--- config.mk ---
export PLATFORM = sky130hd
export DESIGN_NAME = rtcec_core
export DESIGN_NICKNAME = d
export VERILOG_FILES = /design/src/rtl/rtcec_pkg.sv /design/src/rtl/rtcec_entry_check.sv /design/src/rtl/rtcec_core.sv
export SDC_FILE = /design/constraint.sdc
export NUM_CORES = 1
export LEC_CHECK = 0
export BUFFER_PORTS_ARGS = -buffer_cell sky130_fd_sc_hd__buf_2
export CAP_MARGIN = 20
export CORE_ASPECT_RATIO = 0.75
export CORE_MARGIN = 2
export CORE_UTILIZATION = 35
export CTS_BUF_LIST = sky130_fd_sc_hd__clkbuf_8
export DETAILED_ROUTE_END_ITERATION = 10
export PLACE_DENSITY = 0.69
export SYNTH_ARGS = -nofsm -noshare
export SYNTH_HDL_FRONTEND = slang
export SYNTH_SLANG_ARGS = --single-unit
--- constraint.sdc ---
create_clock -name ref_clk -period 5.45 [get_ports ref_clk]
set_input_delay 0 -clock ref_clk [delete_from_list [all_inputs] [get_ports ref_clk]]
set_output_delay 0 -clock ref_clk [all_outputs]
set_load 0.02 [all_outputs]
--- src/rtl/rtcec_pkg.sv ---
// Shared types and constants for the calendar clock entry, freeze, trim and wave block
// Assumes a single 50 MHz clock and a 32.768 kHz slow clock sampled as a pin
package rtcec_pkg;

   // Time word, AM/PM indicator at bit 22
   typedef struct packed {
      logic [8:0] pad_hi;
      logic pm;
      logic [5:0] hour;
      logic pad_h;
      logic [6:0] min;
      logic pad_m;
      logic [6:0] sec;
   } rtcec_time_t;

   // Calendar word
   typedef struct packed {
      logic [1:0] pad_hi;
      logic [5:0] date;
      logic [2:0] day;
      logic [4:0] month;
      logic [7:0] year;
      logic pad_c;
      logic [6:0] cent;
   } rtcec_cal_t;

   typedef struct packed {
      logic calendar_freeze_request;
      logic time_freeze_request;
   } rtcec_ctrl_t;

   typedef enum logic [2:0] {
      RTCEC_WAVE_OFF = 3'b000,
      RTCEC_WAVE_1HZ = 3'b001,
      RTCEC_WAVE_32HZ = 3'b010,
      RTCEC_WAVE_64HZ = 3'b011,
      RTCEC_WAVE_512HZ = 3'b100,
      RTCEC_WAVE_ALM_TOGGLE = 3'b101,
      RTCEC_WAVE_ALM_FLAG = 3'b110,
      RTCEC_WAVE_PULSE = 3'b111
   } rtcec_wave_t;

   typedef struct packed {
      logic hour12;
      logic persian;
      logic trim_sign;
      logic wide_range_trim;
      logic [6:0] correction;
      rtcec_wave_t wave_a_source_select;
      rtcec_wave_t wave_b_source_select;
   } rtcec_mode_t;

   typedef struct packed {
      logic alarm_clear;
      logic tick_clear;
      logic ack_clear;
   } rtcec_clear_t;

   // Validity flag positions
   localparam int VLD_TIME = 0;
   localparam int VLD_CAL = 1;
   localparam int VLD_TALM = 2;
   localparam int VLD_CALM = 3;

   // Reset values
   localparam logic [31:0] TIME_RESET = 32'h0000_0000;
   localparam logic [31:0] CAL_RESET = 32'h0181_0720;
   localparam logic [31:0] TALM_RESET = 32'h0000_0000;
   localparam logic [31:0] CALM_RESET = 32'h0101_0000;

   // Prescaler and trim
   localparam logic [15:0] SLOW_DIV = 16'h8000;
   localparam logic [15:0] TRIM_ADJ = 16'h0080;
   localparam logic [11:0] LOW_RANGE_MULT = 12'h014;
   localparam int TAP_1HZ = 14;
   localparam int TAP_32HZ = 9;
   localparam int TAP_64HZ = 8;
   localparam int TAP_512HZ = 5;

   // Pulse width, rounded down
   localparam int CLK_PERIOD_NS = 20;
   localparam int PULSE_US = 15;
   localparam logic [9:0] PULSE_CYC = 10'((PULSE_US * 1000) / CLK_PERIOD_NS);

   // Days in a month, as BCD
   function automatic logic [5:0] days_in_month(input logic [4:0] month, input logic [7:0] year,
                                                input logic persian);
      logic leap;
      leap = (!year[4] && (year[3:0] == 4'h0 || year[3:0] == 4'h4 || year[3:0] == 4'h8))
             || (year[4] && (year[3:0] == 4'h2 || year[3:0] == 4'h6));
      if (persian)
      begin
         days_in_month = (month <= 5'h06) ? 6'h31 : 6'h30;
      end
      else if (month == 5'h02)
      begin
         days_in_month = leap ? 6'h29 : 6'h28;
      end
      else if (month == 5'h04 || month == 5'h06 || month == 5'h09 || month == 5'h11)
      begin
         days_in_month = 6'h30;
      end
      else
      begin
         days_in_month = 6'h31;
      end
   endfunction

   function automatic logic [7:0] bcd_inc(input logic [7:0] v);
      if (v[3:0] == 4'h9)
      begin
         bcd_inc = {v[7:4] + 4'h1, 4'h0};
      end
      else
      begin
         bcd_inc = v + 8'h01;
      end
   endfunction

endpackage

--- src/rtl/rtcec_entry_check.sv ---
// Entry check for one time word and one calendar word
// Assumes inputs come from logic on the same clock; purely combinational
`timescale 1ns/1ps
module rtcec_entry_check
   import rtcec_pkg::*;
(
   input wire rtcec_time_t time_in,
   input wire rtcec_cal_t cal_in,
   input wire logic hour12,
   input wire logic persian,
   output logic time_ok,
   output logic cal_ok
);

   function automatic logic bcd_ok(input logic [7:0] v);
      bcd_ok = (v[7:4] <= 4'h9) && (v[3:0] <= 4'h9);
   endfunction

   logic hour_ok;
   logic date_ok;
   logic month_ok;
   logic cent_ok;

   assign hour_ok = bcd_ok({2'h0, time_in.hour}) &&
      (hour12 ? (time_in.hour >= 6'h01 && time_in.hour <= 6'h12)
              : (!time_in.pm && time_in.hour <= 6'h23));

   assign time_ok = hour_ok && bcd_ok({1'b0, time_in.min}) && time_in.min <= 7'h59 &&
      bcd_ok({1'b0, time_in.sec}) && time_in.sec <= 7'h59;

   assign cent_ok = persian ? (cal_in.cent == 7'h13 || cal_in.cent == 7'h14)
                            : (cal_in.cent == 7'h19 || cal_in.cent == 7'h20);

   assign month_ok = bcd_ok({3'h0, cal_in.month}) && cal_in.month >= 5'h01 && cal_in.month <= 5'h12;
   assign date_ok = bcd_ok({2'h0, cal_in.date}) && cal_in.date >= 6'h01 && cal_in.date <= 6'h31 &&
      cal_in.date <= days_in_month(cal_in.month, cal_in.year, persian);

   assign cal_ok = cent_ok && bcd_ok(cal_in.year) && month_ok && date_ok &&
      cal_in.day >= 3'h1 && cal_in.day <= 3'h7;

endmodule

--- src/rtl/rtcec_core.sv ---
// Calendar clock core: entry check, freeze handshake, drift trim, two wave outputs
// Assumes control inputs on ref_clk; slow_clock is an unrelated pin
//
// Contract
// - Invalid write discarded, validity flag raised
// - Validity flag clears only on valid write
// - Century 19-20, or 13-14 when Persian
// - BCD year, month 01-12, date legal
// - Day of week 1 to 7
// - Hour range per 12/24 mode
// - Minutes, seconds BCD 00 to 59
// - AM/PM bit picks range; read 24-hour
// - Time freeze halts time and calendar
// - Calendar freeze halts calendar only
// - Trim spans 1.5 to 1950 ppm
// - Trim stretches or shrinks one second
// - Trim settings change on the fly
// - Two wave outputs, independent selectors
// - Selection zero holds low, releases pin
// - Selections 1-4 give 1/32/64/512 Hz
// - Selection 5 toggles on alarm
// - Selection 6 copies alarm flag
// - Selection 7 gives 15 us pulse
// - Correction zero disables trim
// - Trim sign sets divider below/above 32768
`timescale 1ns/1ps
module rtcec_core
   import rtcec_pkg::*;
(
   input wire logic ref_clk,
   input wire logic rst_n,
   input wire logic slow_clock,
   input wire rtcec_ctrl_t clock_control_reg,
   input wire rtcec_mode_t clock_mode_reg,
   input wire rtcec_clear_t status_clear_command,
   input wire logic alarm_event,
   input wire logic time_write,
   input wire rtcec_time_t time_wdata,
   input wire logic cal_write,
   input wire rtcec_cal_t cal_wdata,
   input wire logic talarm_write,
   input wire rtcec_time_t talarm_wdata,
   input wire logic calarm_write,
   input wire rtcec_cal_t calarm_wdata,
   output rtcec_time_t time_of_day_reg,
   output rtcec_cal_t calendar_reg,
   output rtcec_time_t time_alarm_reg,
   output rtcec_cal_t calendar_alarm_reg,
   output logic [3:0] valid_status,
   output logic freeze_acknowledge_flag,
   output logic one_hz_tick_flag,
   output logic alarm_flag,
   output logic wave_pin_a,
   output logic wave_pin_a_oe_n,
   output logic wave_pin_b,
   output logic wave_pin_b_oe_n
);

   // 12-hour BCD to 24-hour BCD
   function automatic logic [5:0] to_24h(input logic [5:0] hour, input logic pm, input logic hour12);
      logic [4:0] u;
      logic [1:0] t;
      u = {1'b0, hour[3:0]} + 5'h02;
      t = hour[5:4] + 2'h1;
      if (u > 5'h09)
      begin
         u = u - 5'h0A;
         t = t + 2'h1;
      end
      if (!hour12)
      begin
         to_24h = hour;
      end
      else if (hour == 6'h12)
      begin
         to_24h = pm ? 6'h12 : 6'h00;
      end
      else
      begin
         to_24h = pm ? {t, u[3:0]} : hour;
      end
   endfunction

   // Wave source mux
   function automatic logic wave_sel(input rtcec_wave_t sel, input logic [15:0] cnt, input logic tog,
                                     input logic flag, input logic pulse);
      unique case (sel)
         RTCEC_WAVE_OFF: wave_sel = 1'b0;
         RTCEC_WAVE_1HZ: wave_sel = cnt[TAP_1HZ];
         RTCEC_WAVE_32HZ: wave_sel = cnt[TAP_32HZ];
         RTCEC_WAVE_64HZ: wave_sel = cnt[TAP_64HZ];
         RTCEC_WAVE_512HZ: wave_sel = cnt[TAP_512HZ];
         RTCEC_WAVE_ALM_TOGGLE: wave_sel = tog;
         RTCEC_WAVE_ALM_FLAG: wave_sel = flag;
         RTCEC_WAVE_PULSE: wave_sel = pulse;
      endcase
   endfunction

   logic slow_sync1_r;
   logic slow_sync2_r;
   logic slow_prev_r;
   logic slow_tick;
   logic [15:0] div_cnt_r;
   logic [15:0] div_len;
   logic sec_tick;
   logic adjust_r;
   logic [11:0] trim_cnt_r;
   logic [11:0] trim_interval;
   rtcec_time_t time_r;
   rtcec_time_t time_wr24;
   rtcec_time_t talm_wr24;
   rtcec_cal_t cal_r;
   rtcec_cal_t calm_chk;
   rtcec_time_t talm_r;
   rtcec_cal_t calm_r;
   logic [3:0] valid_r;
   logic time_ok;
   logic cal_ok;
   logic talm_ok;
   logic calm_ok;
   logic time_halt;
   logic cal_halt;
   logic day_carry;
   logic req_any;
   logic req_any_r;
   logic ack_r;
   logic tick_flag_r;
   logic alarm_r;
   logic alarm_rise;
   logic [1:0] toggle_r;
   logic pulse_r;
   logic [9:0] pulse_cnt_r;
   logic wave_a_r;
   logic wave_b_r;
   logic oe_a_n_r;
   logic oe_b_n_r;

   // Slow clock pin synchroniser and edge
   always_ff @(posedge ref_clk)
   begin
      if (!rst_n)
      begin
         slow_sync1_r <= 1'b0;
         slow_sync2_r <= 1'b0;
         slow_prev_r <= 1'b0;
      end
      else
      begin
         slow_sync1_r <= slow_clock;
         slow_sync2_r <= slow_sync1_r;
         slow_prev_r <= slow_sync2_r;
      end
   end
   assign slow_tick = slow_sync2_r && !slow_prev_r;

   assign div_len = !adjust_r ? SLOW_DIV : (clock_mode_reg.trim_sign ? SLOW_DIV + TRIM_ADJ : SLOW_DIV - TRIM_ADJ);
   assign sec_tick = slow_tick && (div_cnt_r >= div_len - 16'h0001);

   always_ff @(posedge ref_clk)
   begin
      if (!rst_n)
      begin
         div_cnt_r <= 16'h0000;
      end
      else if (sec_tick)
      begin
         div_cnt_r <= 16'h0000;
      end
      else if (slow_tick)
      begin
         div_cnt_r <= div_cnt_r + 16'h0001;
      end
   end

   assign trim_interval = clock_mode_reg.wide_range_trim ? {5'h00, clock_mode_reg.correction} + 12'h001
      : ({5'h00, clock_mode_reg.correction} + 12'h001) * LOW_RANGE_MULT;

   always_ff @(posedge ref_clk)
   begin
      if (!rst_n)
      begin
         trim_cnt_r <= 12'h000;
         adjust_r <= 1'b0;
      end
      else if (sec_tick)
      begin
         if (clock_mode_reg.correction == 7'h00)
         begin
            trim_cnt_r <= 12'h000;
            adjust_r <= 1'b0;
         end
         else if (trim_cnt_r >= trim_interval - 12'h001)
         begin
            trim_cnt_r <= 12'h000;
            adjust_r <= 1'b1;
         end
         else
         begin
            trim_cnt_r <= trim_cnt_r + 12'h001;
            adjust_r <= 1'b0;
         end
      end
   end

   always_comb
   begin
      time_wr24 = time_wdata;
      time_wr24.hour = to_24h(time_wdata.hour, time_wdata.pm, clock_mode_reg.hour12);
      time_wr24.pm = 1'b0;
      talm_wr24 = talarm_wdata;
      talm_wr24.hour = to_24h(talarm_wdata.hour, talarm_wdata.pm, clock_mode_reg.hour12);
      talm_wr24.pm = 1'b0;
      calm_chk = calarm_wdata;
      calm_chk.cent = 7'h20;
      calm_chk.year = 8'h00;
      calm_chk.day = 3'h1;
   end

   rtcec_entry_check u_check_cnt (
      .time_in(time_wdata),
      .cal_in(cal_wdata),
      .hour12(clock_mode_reg.hour12),
      .persian(clock_mode_reg.persian),
      .time_ok(time_ok),
      .cal_ok(cal_ok)
   );

   rtcec_entry_check u_check_alm (
      .time_in(talarm_wdata),
      .cal_in(calm_chk),
      .hour12(clock_mode_reg.hour12),
      .persian(1'b0),
      .time_ok(talm_ok),
      .cal_ok(calm_ok)
   );

   assign time_halt = clock_control_reg.time_freeze_request;
   assign cal_halt = clock_control_reg.time_freeze_request || clock_control_reg.calendar_freeze_request;
   assign day_carry = sec_tick && !time_halt && time_r.sec == 7'h59 && time_r.min == 7'h59 &&
      time_r.hour == 6'h23;

   // Time counters
   always_ff @(posedge ref_clk)
   begin
      if (!rst_n)
      begin
         time_r <= rtcec_time_t'(TIME_RESET);
      end
      else if (time_write && time_ok)
      begin
         time_r <= time_wr24;
      end
      else if (sec_tick && !time_halt)
      begin
         if (time_r.sec != 7'h59)
         begin
            time_r.sec <= 7'(bcd_inc({1'b0, time_r.sec}));
         end
         else
         begin
            time_r.sec <= 7'h00;
            if (time_r.min != 7'h59)
            begin
               time_r.min <= 7'(bcd_inc({1'b0, time_r.min}));
            end
            else
            begin
               time_r.min <= 7'h00;
               time_r.hour <= (time_r.hour == 6'h23) ? 6'h00 : 6'(bcd_inc({2'h0, time_r.hour}));
            end
         end
      end
   end

   // Calendar counters
   always_ff @(posedge ref_clk)
   begin
      if (!rst_n)
      begin
         cal_r <= rtcec_cal_t'(CAL_RESET);
      end
      else if (cal_write && cal_ok)
      begin
         cal_r <= cal_wdata;
      end
      else if (day_carry && !cal_halt)
      begin
         cal_r.day <= (cal_r.day == 3'h7) ? 3'h1 : cal_r.day + 3'h1;
         if (cal_r.date != days_in_month(cal_r.month, cal_r.year, clock_mode_reg.persian))
         begin
            cal_r.date <= 6'(bcd_inc({2'h0, cal_r.date}));
         end
         else
         begin
            cal_r.date <= 6'h01;
            if (cal_r.month != 5'h12)
            begin
               cal_r.month <= 5'(bcd_inc({3'h0, cal_r.month}));
            end
            else
            begin
               cal_r.month <= 5'h01;
               cal_r.year <= (cal_r.year == 8'h99) ? 8'h00 : bcd_inc(cal_r.year);
               if (cal_r.year == 8'h99)
               begin
                  cal_r.cent <= 7'(bcd_inc({1'b0, cal_r.cent}));
               end
            end
         end
      end
   end

   // Alarm registers
   always_ff @(posedge ref_clk)
   begin
      if (!rst_n)
      begin
         talm_r <= rtcec_time_t'(TALM_RESET);
         calm_r <= rtcec_cal_t'(CALM_RESET);
      end
      else
      begin
         if (talarm_write && talm_ok)
         begin
            talm_r <= talm_wr24;
         end
         if (calarm_write && calm_ok)
         begin
            calm_r <= calarm_wdata;
         end
      end
   end

   always_ff @(posedge ref_clk)
   begin
      if (!rst_n)
      begin
         valid_r <= 4'h0;
      end
      else
      begin
         if (time_write)
         begin
            valid_r[VLD_TIME] <= !time_ok;
         end
         if (cal_write)
         begin
            valid_r[VLD_CAL] <= !cal_ok;
         end
         if (talarm_write)
         begin
            valid_r[VLD_TALM] <= !talm_ok;
         end
         if (calarm_write)
         begin
            valid_r[VLD_CALM] <= !calm_ok;
         end
      end
   end

   assign req_any = clock_control_reg.time_freeze_request || clock_control_reg.calendar_freeze_request;
   always_ff @(posedge ref_clk)
   begin
      if (!rst_n)
      begin
         req_any_r <= 1'b0;
         ack_r <= 1'b0;
      end
      else
      begin
         req_any_r <= req_any;
         ack_r <= (req_any && !req_any_r) || (ack_r && !status_clear_command.ack_clear);
      end
   end

   // Tick and alarm flags, set wins
   assign alarm_rise = alarm_event && !alarm_r;
   always_ff @(posedge ref_clk)
   begin
      if (!rst_n)
      begin
         tick_flag_r <= 1'b0;
         alarm_r <= 1'b0;
      end
      else
      begin
         tick_flag_r <= sec_tick || (tick_flag_r && !status_clear_command.tick_clear);
         alarm_r <= alarm_event || (alarm_r && !status_clear_command.alarm_clear);
      end
   end

   always_ff @(posedge ref_clk)
   begin
      if (!rst_n)
      begin
         toggle_r <= 2'h0;
      end
      else if (alarm_rise)
      begin
         toggle_r <= ~toggle_r;
      end
   end

   always_ff @(posedge ref_clk)
   begin
      if (!rst_n)
      begin
         pulse_r <= 1'b0;
         pulse_cnt_r <= 10'h000;
      end
      else if (sec_tick)
      begin
         pulse_r <= 1'b1;
         pulse_cnt_r <= 10'h000;
      end
      else if (pulse_r)
      begin
         pulse_r <= (pulse_cnt_r != PULSE_CYC - 10'h001);
         pulse_cnt_r <= pulse_cnt_r + 10'h001;
      end
   end

   always_ff @(posedge ref_clk)
   begin
      if (!rst_n)
      begin
         wave_a_r <= 1'b0;
         wave_b_r <= 1'b0;
         oe_a_n_r <= 1'b1;
         oe_b_n_r <= 1'b1;
      end
      else
      begin
         wave_a_r <= wave_sel(clock_mode_reg.wave_a_source_select, div_cnt_r, toggle_r[0] ^ alarm_rise,
                              alarm_event || (alarm_r && !status_clear_command.alarm_clear), pulse_r);
         wave_b_r <= wave_sel(clock_mode_reg.wave_b_source_select, div_cnt_r, toggle_r[1] ^ alarm_rise,
                              alarm_event || (alarm_r && !status_clear_command.alarm_clear), pulse_r);
         oe_a_n_r <= (clock_mode_reg.wave_a_source_select == RTCEC_WAVE_OFF);
         oe_b_n_r <= (clock_mode_reg.wave_b_source_select == RTCEC_WAVE_OFF);
      end
   end

   assign time_of_day_reg = time_r;
   assign calendar_reg = cal_r;
   assign time_alarm_reg = talm_r;
   assign calendar_alarm_reg = calm_r;
   assign valid_status = valid_r;
   assign freeze_acknowledge_flag = ack_r;
   assign one_hz_tick_flag = tick_flag_r;
   assign alarm_flag = alarm_r;
   assign wave_pin_a = wave_a_r;
   assign wave_pin_a_oe_n = oe_a_n_r;
   assign wave_pin_b = wave_b_r;
   assign wave_pin_b_oe_n = oe_b_n_r;

   AST_BAD_TIME_KEPT: assert property (@(posedge ref_clk) disable iff (!rst_n)
      time_write && !time_ok && !sec_tick |=> $stable(time_r) && valid_r[VLD_TIME])
      else $error("invalid time write changed the time");
   AST_FLAG_STICKY: assert property (@(posedge ref_clk) disable iff (!rst_n)
      valid_r[VLD_CAL] && !(cal_write && cal_ok) |=> valid_r[VLD_CAL])
      else $error("calendar validity flag dropped without a valid write");
   AST_TIME_FROZEN: assert property (@(posedge ref_clk) disable iff (!rst_n)
      clock_control_reg.time_freeze_request && !time_write && !cal_write |=> $stable(time_r) && $stable(cal_r))
      else $error("counters moved while time freeze requested");
   AST_CAL_FROZEN: assert property (@(posedge ref_clk) disable iff (!rst_n)
      clock_control_reg.calendar_freeze_request && !cal_write |=> $stable(cal_r))
      else $error("calendar moved while calendar freeze requested");
   AST_ACK_ONCE: assert property (@(posedge ref_clk) disable iff (!rst_n)
      $rose(ack_r) |-> $past(req_any) && !$past(req_any_r))
      else $error("acknowledge raised without a new request");
   AST_SEL_ZERO: assert property (@(posedge ref_clk) disable iff (!rst_n)
      clock_mode_reg.wave_a_source_select == RTCEC_WAVE_OFF |=> !wave_pin_a && wave_pin_a_oe_n)
      else $error("wave a not held low with selection zero");
   AST_PULSE_WIDTH: assert property (@(posedge ref_clk) disable iff (!rst_n)
      $fell(pulse_r) |-> $past(pulse_cnt_r) == PULSE_CYC - 10'h001)
      else $error("second pulse has wrong width");
   AST_FLAG_COPY: assert property (@(posedge ref_clk) disable iff (!rst_n)
      clock_mode_reg.wave_a_source_select == RTCEC_WAVE_ALM_FLAG ##1
      clock_mode_reg.wave_a_source_select == RTCEC_WAVE_ALM_FLAG |-> wave_pin_a == alarm_r)
      else $error("wave a does not follow the alarm flag");

endmodule

# Word level (Yosys, flattened, before mapping)
# Cells that the tools add are included.
# op_classes
n_lt_le_gt_ge	48
reduce_logical	112
addsub	29
n_mux	73
n_mul	1
n_eq_ne	64
n_bitwise	4
# ops
op	n
$mux 6	20
$mux 7	15
$logic_and 1x1->1	59
$le 4x4->1 const B	12
$mux 22	2
$eq 4x4->1 const B	9
$mux 12	3
$mux 16	2
$eq 5x3->1 const B	6
$mux 5	6
$le 7x7->1 const B	4
$eq 3x3->1 const B	9
$ge 6x1->1 const B	4
$le 6x6->1 const B	4
$mux 8	3
$logic_or 1x1->1	23
$add 7x1->7 const B	3
$eq 7x5->1 const B	3
$add 16x1->16 const B	1
$eq 4x3->1 const B	4
$ge 16x16->1	1
$le 2x4->1 const B	4
$le 3x4->1 const B	4
$logic_not 1->1	16
other kinds (57)	114
# totals
register_bits	183
wordCells	378

# Logic depth before layout (Yosys ltp)
# logic_depth
depth_word	20
mapped_depth	20

# Modules after synthesis
# Synthesis repeated with hierarchy kept, for this count alone.
# hier_totals
cells_unflattened	1462
hier_area_um2	11157.0
# by_module_without_submodules
mod	area_per_inst_um2	instances	cells_each
rtcec_core	10364.9	1	1339
rtcec_entry_check at u_check_alm	397.9	1	62
rtcec_entry_check at u_check_cnt	394.1	1	61

# Least setup slack after synthesis
# No wires, ideal clock.
# synth_path
path_kind	input-to-reg
startpoint	in clock_mode_reg[8] in the netlist's numbering
endpoint	reg trim_cnt_r[11]
slack_ps	1304
path_buffers	1
arrival_time_ps	4071
path_stages	19
required_time_ps	5375
path_cell_list	clkbuf_1 > nand3_1 > xnor2_1 > ha_1 > ha_1 > fa_1 > xnor2_1 > nor2_1 > a21oi_1 > a21boi_0 > nand2_1 > xor2_1 > ha_1 > o21ai_0 > nor3_1 > a211o_1 > a31oi_1 > or4b_1 > a31oi_1
# synth_via
elab_chain_cells	7
word_cells_on_any_way	8
cone_classes	add/sub (2); mul (1); order compare (1); mux (3); reduce/logical (1)
# synth_rtl
item	line	text
from (decl)	rtcec_core.sv:34	input wire rtcec_mode_t clock_mode_reg,
$add 7x1->8	rtcec_core.sv:175, rtcec_core.sv:176	
$mul 8x3->10	rtcec_core.sv:176	: ({5'h00, clock_mode_reg.correction} + 12'h001) * LOW_RANGE_MULT;
$mux 12	rtcec_core.sv:175	assign trim_interval = clock_mode_reg.wide_range_trim ? {5'h00, clock_mode_reg.correction} + 12'h001
$sub 12x1->12	rtcec_core.sv:192	else if (trim_cnt_r >= trim_interval - 12'h001)
$ge 12x12->1	rtcec_core.sv:192	
$mux 12	rtcec_core.sv:192	
$mux 12 (*)	rtcec_core.sv:187	if (clock_mode_reg.correction == 7'h00)
to (signal assigned)	rtcec_core.sv:199	trim_cnt_r <= trim_cnt_r + 12'h001;
to (decl)	rtcec_core.sv:107	logic [11:0] trim_cnt_r;
# Mark *: on every way between the ends. The rest lies on a longest branch, timed or not.
# A chain may end at the register's enable or synchronous reset.

# Final worst setup path
# layout_path
startpoint	in clock_mode_reg[6] in the netlist's numbering
endpoint	reg trim_cnt_r[11]
# The elaborated chain is that of the path after synthesis.

==> summary.md <==
| Metric | Value |
|---|---|
| Cell seen most often among critical-path stages | `ha_1` |
| Slew margin rel. | `28.60%` |
| Total iterations of the first detailed-routing run | `5` |
| Post-Synth Simple-Gate Area | `23.45%` |
| Routed via count | `11796` |
| Largest family of logic cells by synthesized area | `simple AND/OR/NAND/NOR gates` |
| Flip-flop and latch count after synthesis | `183` |
| Antenna Cells | `0` |
| Fraction of the yosys area taken by sequential cells | `32.56%` |
| Post-route setup TNS | `0 ps` |
| Clock skew after layout | `18.42 ps` |
| Routed wire length | `35510 um` |
| Critical Path Source | `clock_mode_reg[6]` |
| Count of antenna-violating nets left after detailed routing | `0` |
| Number of cells produced by synthesis | `1390` |
| Share of post-route cells with drive strength above 1 | `20.30%` |
| Timing-limited maximum frequency | `0.2347 GHz` |
| Max stage delay cell, worst path | `fa_1` |
| Share of total power in the clock network | `33.4%` |
| Width of the die | `211.1 um` |
| Startpoint types | `input port` |
| Average via count per standard cell | `5.352` |
| Post-synthesis mux area share | `6.893%` |
| Number of nets in the layout | `2016` |
| Peak ir drop on the vdd network | `0.0001755 V` |
| Die extent in y | `159.3 um` |
| Area fraction in compound gates after synthesis | `19.61%` |
| Run status | `completed` |
| Clock tree from TritonCTS | `yes` |
| Netlist cell types | `82` |
| Average footprint of a synthesized cell | `8.096 um2` |
| Final hold violation count | `0` |
| Buffer type at the clock tree root | `clkbuf_8` |
| Area occupied by multi-input gates | `7073 um2` |
| Endpoint of the worst register-to-register path | `time_of_day_reg[5]$_SDFFE_PN0P_` |
| Switch share | `29.67%` |
| P per Cell Area | `194.4 nW/um2` |
| Placer's final routability congestion estimate | `0.8523` |
| Count of standard-cell rows | `56` |
| Endpoint of the worst setup timing path | `trim_cnt_r[11]$_SDFFE_PN0P_` |
| Clock-pin slew of the registers on the worst-case setup and hold paths | `110 ps` |
| Biggest cell delay along the critical path | `480 ps` |
| Max Transition Viols Final | `0` |
| Number of remaining DRC errors | `0` |
| Final WS setup | `1190 ps` |
| Hold Path Depth | `4` |
| Combined area of all synthesized cells | `11250 um2` |
| CTS HTree Levels | `4` |
| Dominant cells by area after synthesis | `dfxtp_1, ha_1, mux2i_1, nor2_1, nand2_1` |
| Final period demand of the worst path | `4260 ps` |
| Antenna violations before repair | `0` |
| Dpl cells | `2022` |
| Pin count of the biggest net entering global routing | `84` |
| Internal power of the cells | `2.042 mW` |
| Initial core utilization | `35.77%` |
| Critical Setup Path Class | `in -> reg` |
| Cells resized by post-CTS repair | `0` |
| Pre-CTS setup slack | `682.7 ps` |
| Count of buffers added by post-CTS timing repair for setup | `0` |
| Arrival time worst endpoint | `4680 ps` |
| Clock network latency to the later pin of the worst-skew pair | `490 ps` |
| Sequential share of power | `47.7%` |
| Xor/xnor cell area share of the yosys netlist | `4.514%` |
| Reported max-cap violation count | `0` |
| Primary FF master, synth | `dfxtp_1` |
| Hold Crit Class | `in -> reg` |
| Port Buffer Count | `294` |
| Fin cells | `2204` |
| Crit path cell chain | `buf_2, ha_1, nand3_1, xor2_1, inv_1, ha_1, fa_1, xnor2_1, nor2_1, a21oi_1, a21boi_0, nand2_1, xor2_1, ha_1, o21ai_0, nor3_1, a211o_1, a31oi_1, buf_4, or4b_1, a31oi_1` |
| Core area | `31460 um2` |
| Fin crit share | `78.17%` |
| Global-route wire length before repair | `56990 um` |
| Switching component of the power | `861.6 uW` |
| Post-synth EDFFs | `0` |
| Crit end category | `flop` |
| Proportion of register bits with asynchronous set or reset after synthesis | `0%` |
| Sink count of the clock tree | `183` |
| Detail-routed net length per standard cell | `16.11 um` |
| Finish-stage setup viols | `0` |
| Part of the power in combinational logic | `18.8%` |
| Die Area | `33620 um2` |
| Worst-case clock buffer depth | `2` |
| Worst setup slack for register-to-register paths | `1530 ps` |
| Sequential cell area | `3664 um2` |
| Area growth from synthesis to layout | `32.71%` |
| Inserted Clock Buffers | `17` |
| Final cell utilization of the core | `47.47%` |
| Starting DRC count in detailed routing | `616` |
| Layout fillers | `2968` |
| Reported leakage power | `6.354 nW` |
| Top cell type's share of synthesized area | `32.56%` |
| GRT Overall Usage | `20.69%` |
| Post-synth top area cell | `dfxtp_1` |
| Synth Warn # | `0` |
| Critical path data required time | `5870 ps` |
| R2r worst-path depth | `11` |
| Total grt overflow | `0` |
| Setup repair after global routing missed its margin | `no` |
| I/O Pins | `297` |
| DP Wirelength | `24500 um` |
| Slew at the pin closest to its max-slew limit | `1068 ps` |
| Worst-path fanout max | `13` |
| Adder-cell share of the synthesized area | `8.072%` |
| Via count of the first global-routing pass | `11398` |
| FF-to-FF Start | `adjust_r$_SDFFE_PN0P_` |
==> worst max-delay path, delay by kind of cell <==
| family | cells | cell delay [ps] |
|---|---|---|
| adder cells (fa/ha/maj) | 4 | 1330 |
| AO/OA/AOI/OAI | 6 | 1320 |
| AND/OR/NAND/NOR | 5 | 950 |
| XOR/XNOR | 3 | 640 |
| buffers and inverters | 3 | 460 |
==> layout make-up <==
type,count,area share (%)
Multi-Input combinational cell,1068,47.36
Sequential cell,183,24.53
Timing Repair Buffer,454,20.46
Tap cell,406,3.401
Clock buffer,18,1.659
Inverter,62,1.567
Clock inverter,13,1.022
==> through the flow <==
step	instance area [um2]	hold WS, ps	power [mW]
after floorplan	11260	95.61	1.699
after global placement	13020	223.8	1.857
after detailed placement	13020	223.8	1.867
after CTS	14920	4.159	2.922
after global routing	14930	30.35	3.047
final	14930	49.25	2.904
==> power by group through the flow <==
| stage | Combinational [mW] | Clock [mW] | Sequential (mW) |
|---|---|---|---|
| 2_1_floorplan | 0.256 | 0 | 1.44 |
| 3_3_place_gp | 0.441 | 0 | 1.42 |
| 3_5_place_dp | 0.452 | 0 | 1.42 |
| 4_1_cts | 0.538 | 0.998 | 1.39 |
| 5_1_grt | 0.601 | 1.06 | 1.39 |
| 6_report | 0.546 | 0.971 | 1.39 |
==> kinds of logic after synthesis <==
family | count (synthesis)
other | 1
buffers and inverters | 140
xor gates and xnor gates | 58
adders and majority gates | 72
DFF | 183
AOI/OAI and AO/OA | 340
and+or+nand+nor | 519
muxes | 77
==> cell usage after synthesis (28+ instances only) <==
cell / count
ha_1: 71
xor2_1: 30
xnor2_1: 28
nor2_1: 166
nand2_1: 112
a31oi_1: 36
o21ai_0: 83
inv_1: 62
mux2i_1: 73
nor3_1: 30
clkbuf_1: 58
nand3_1: 37
dfxtp_1: 183
a21oi_1: 83
==> worst min-delay path by stage <==
stage               slack, ps                          endpoint                 start
finish                     50  time_of_day_reg[16]$_SDFFE_PN0P_  clock_control_reg[0]
global placement          220             wave_pin_a$_SDFF_PN0_     clock_mode_reg[5]
floorplan                 100             wave_pin_a$_SDFF_PN0_     clock_mode_reg[5]
global route               30   time_alarm_reg[20]$_SDFFE_PN0P_      talarm_wdata[20]
detailed placement        220           slow_sync1_r$_SDFF_PN0_            slow_clock
CTS                         4  time_of_day_reg[16]$_SDFFE_PN0P_  clock_control_reg[0]
==> what timing repair did <==
action | 4_1_cts | 5_1_grt
hold buffers | 150 | 0
setup endpoints to repair | 0 | 0
endpoints found under the hold margin | 137 | 0
==> metal layers <==
layer,GRT usage [%],vias to the layer above,wire length [um]
li1,-,5785,-
met1,26.23,5551,15780
met2,34.05,398,16480
met3,5.108,62,2169
met4,7.394,0,1076
met5,0,-,0
==> layout by cell type, fill, tap and decap left out, types with 12 or more instances in the layout <==
cell and count:
ha_1 71, and2_1 13, a21oi_1 83, xnor2_1 28
nor3_1 30, dlygate4sd3_1 150, nor2_1 166, clkbuf_8 18
buf_2 294, inv_1 61, xor2_1 30, a21o_1 15
nand3_1 37, o21ai_0 83, o211ai_1 12, and3_1 15
nand4_1 25, nor4_1 14, dfxtp_1 183, a31oi_1 35
a211oi_1 20, mux2i_1 73, nand2b_1 18, nor2b_1 19
nand2_1 112
Note: power is estimated with default switching activity, not from simulation.
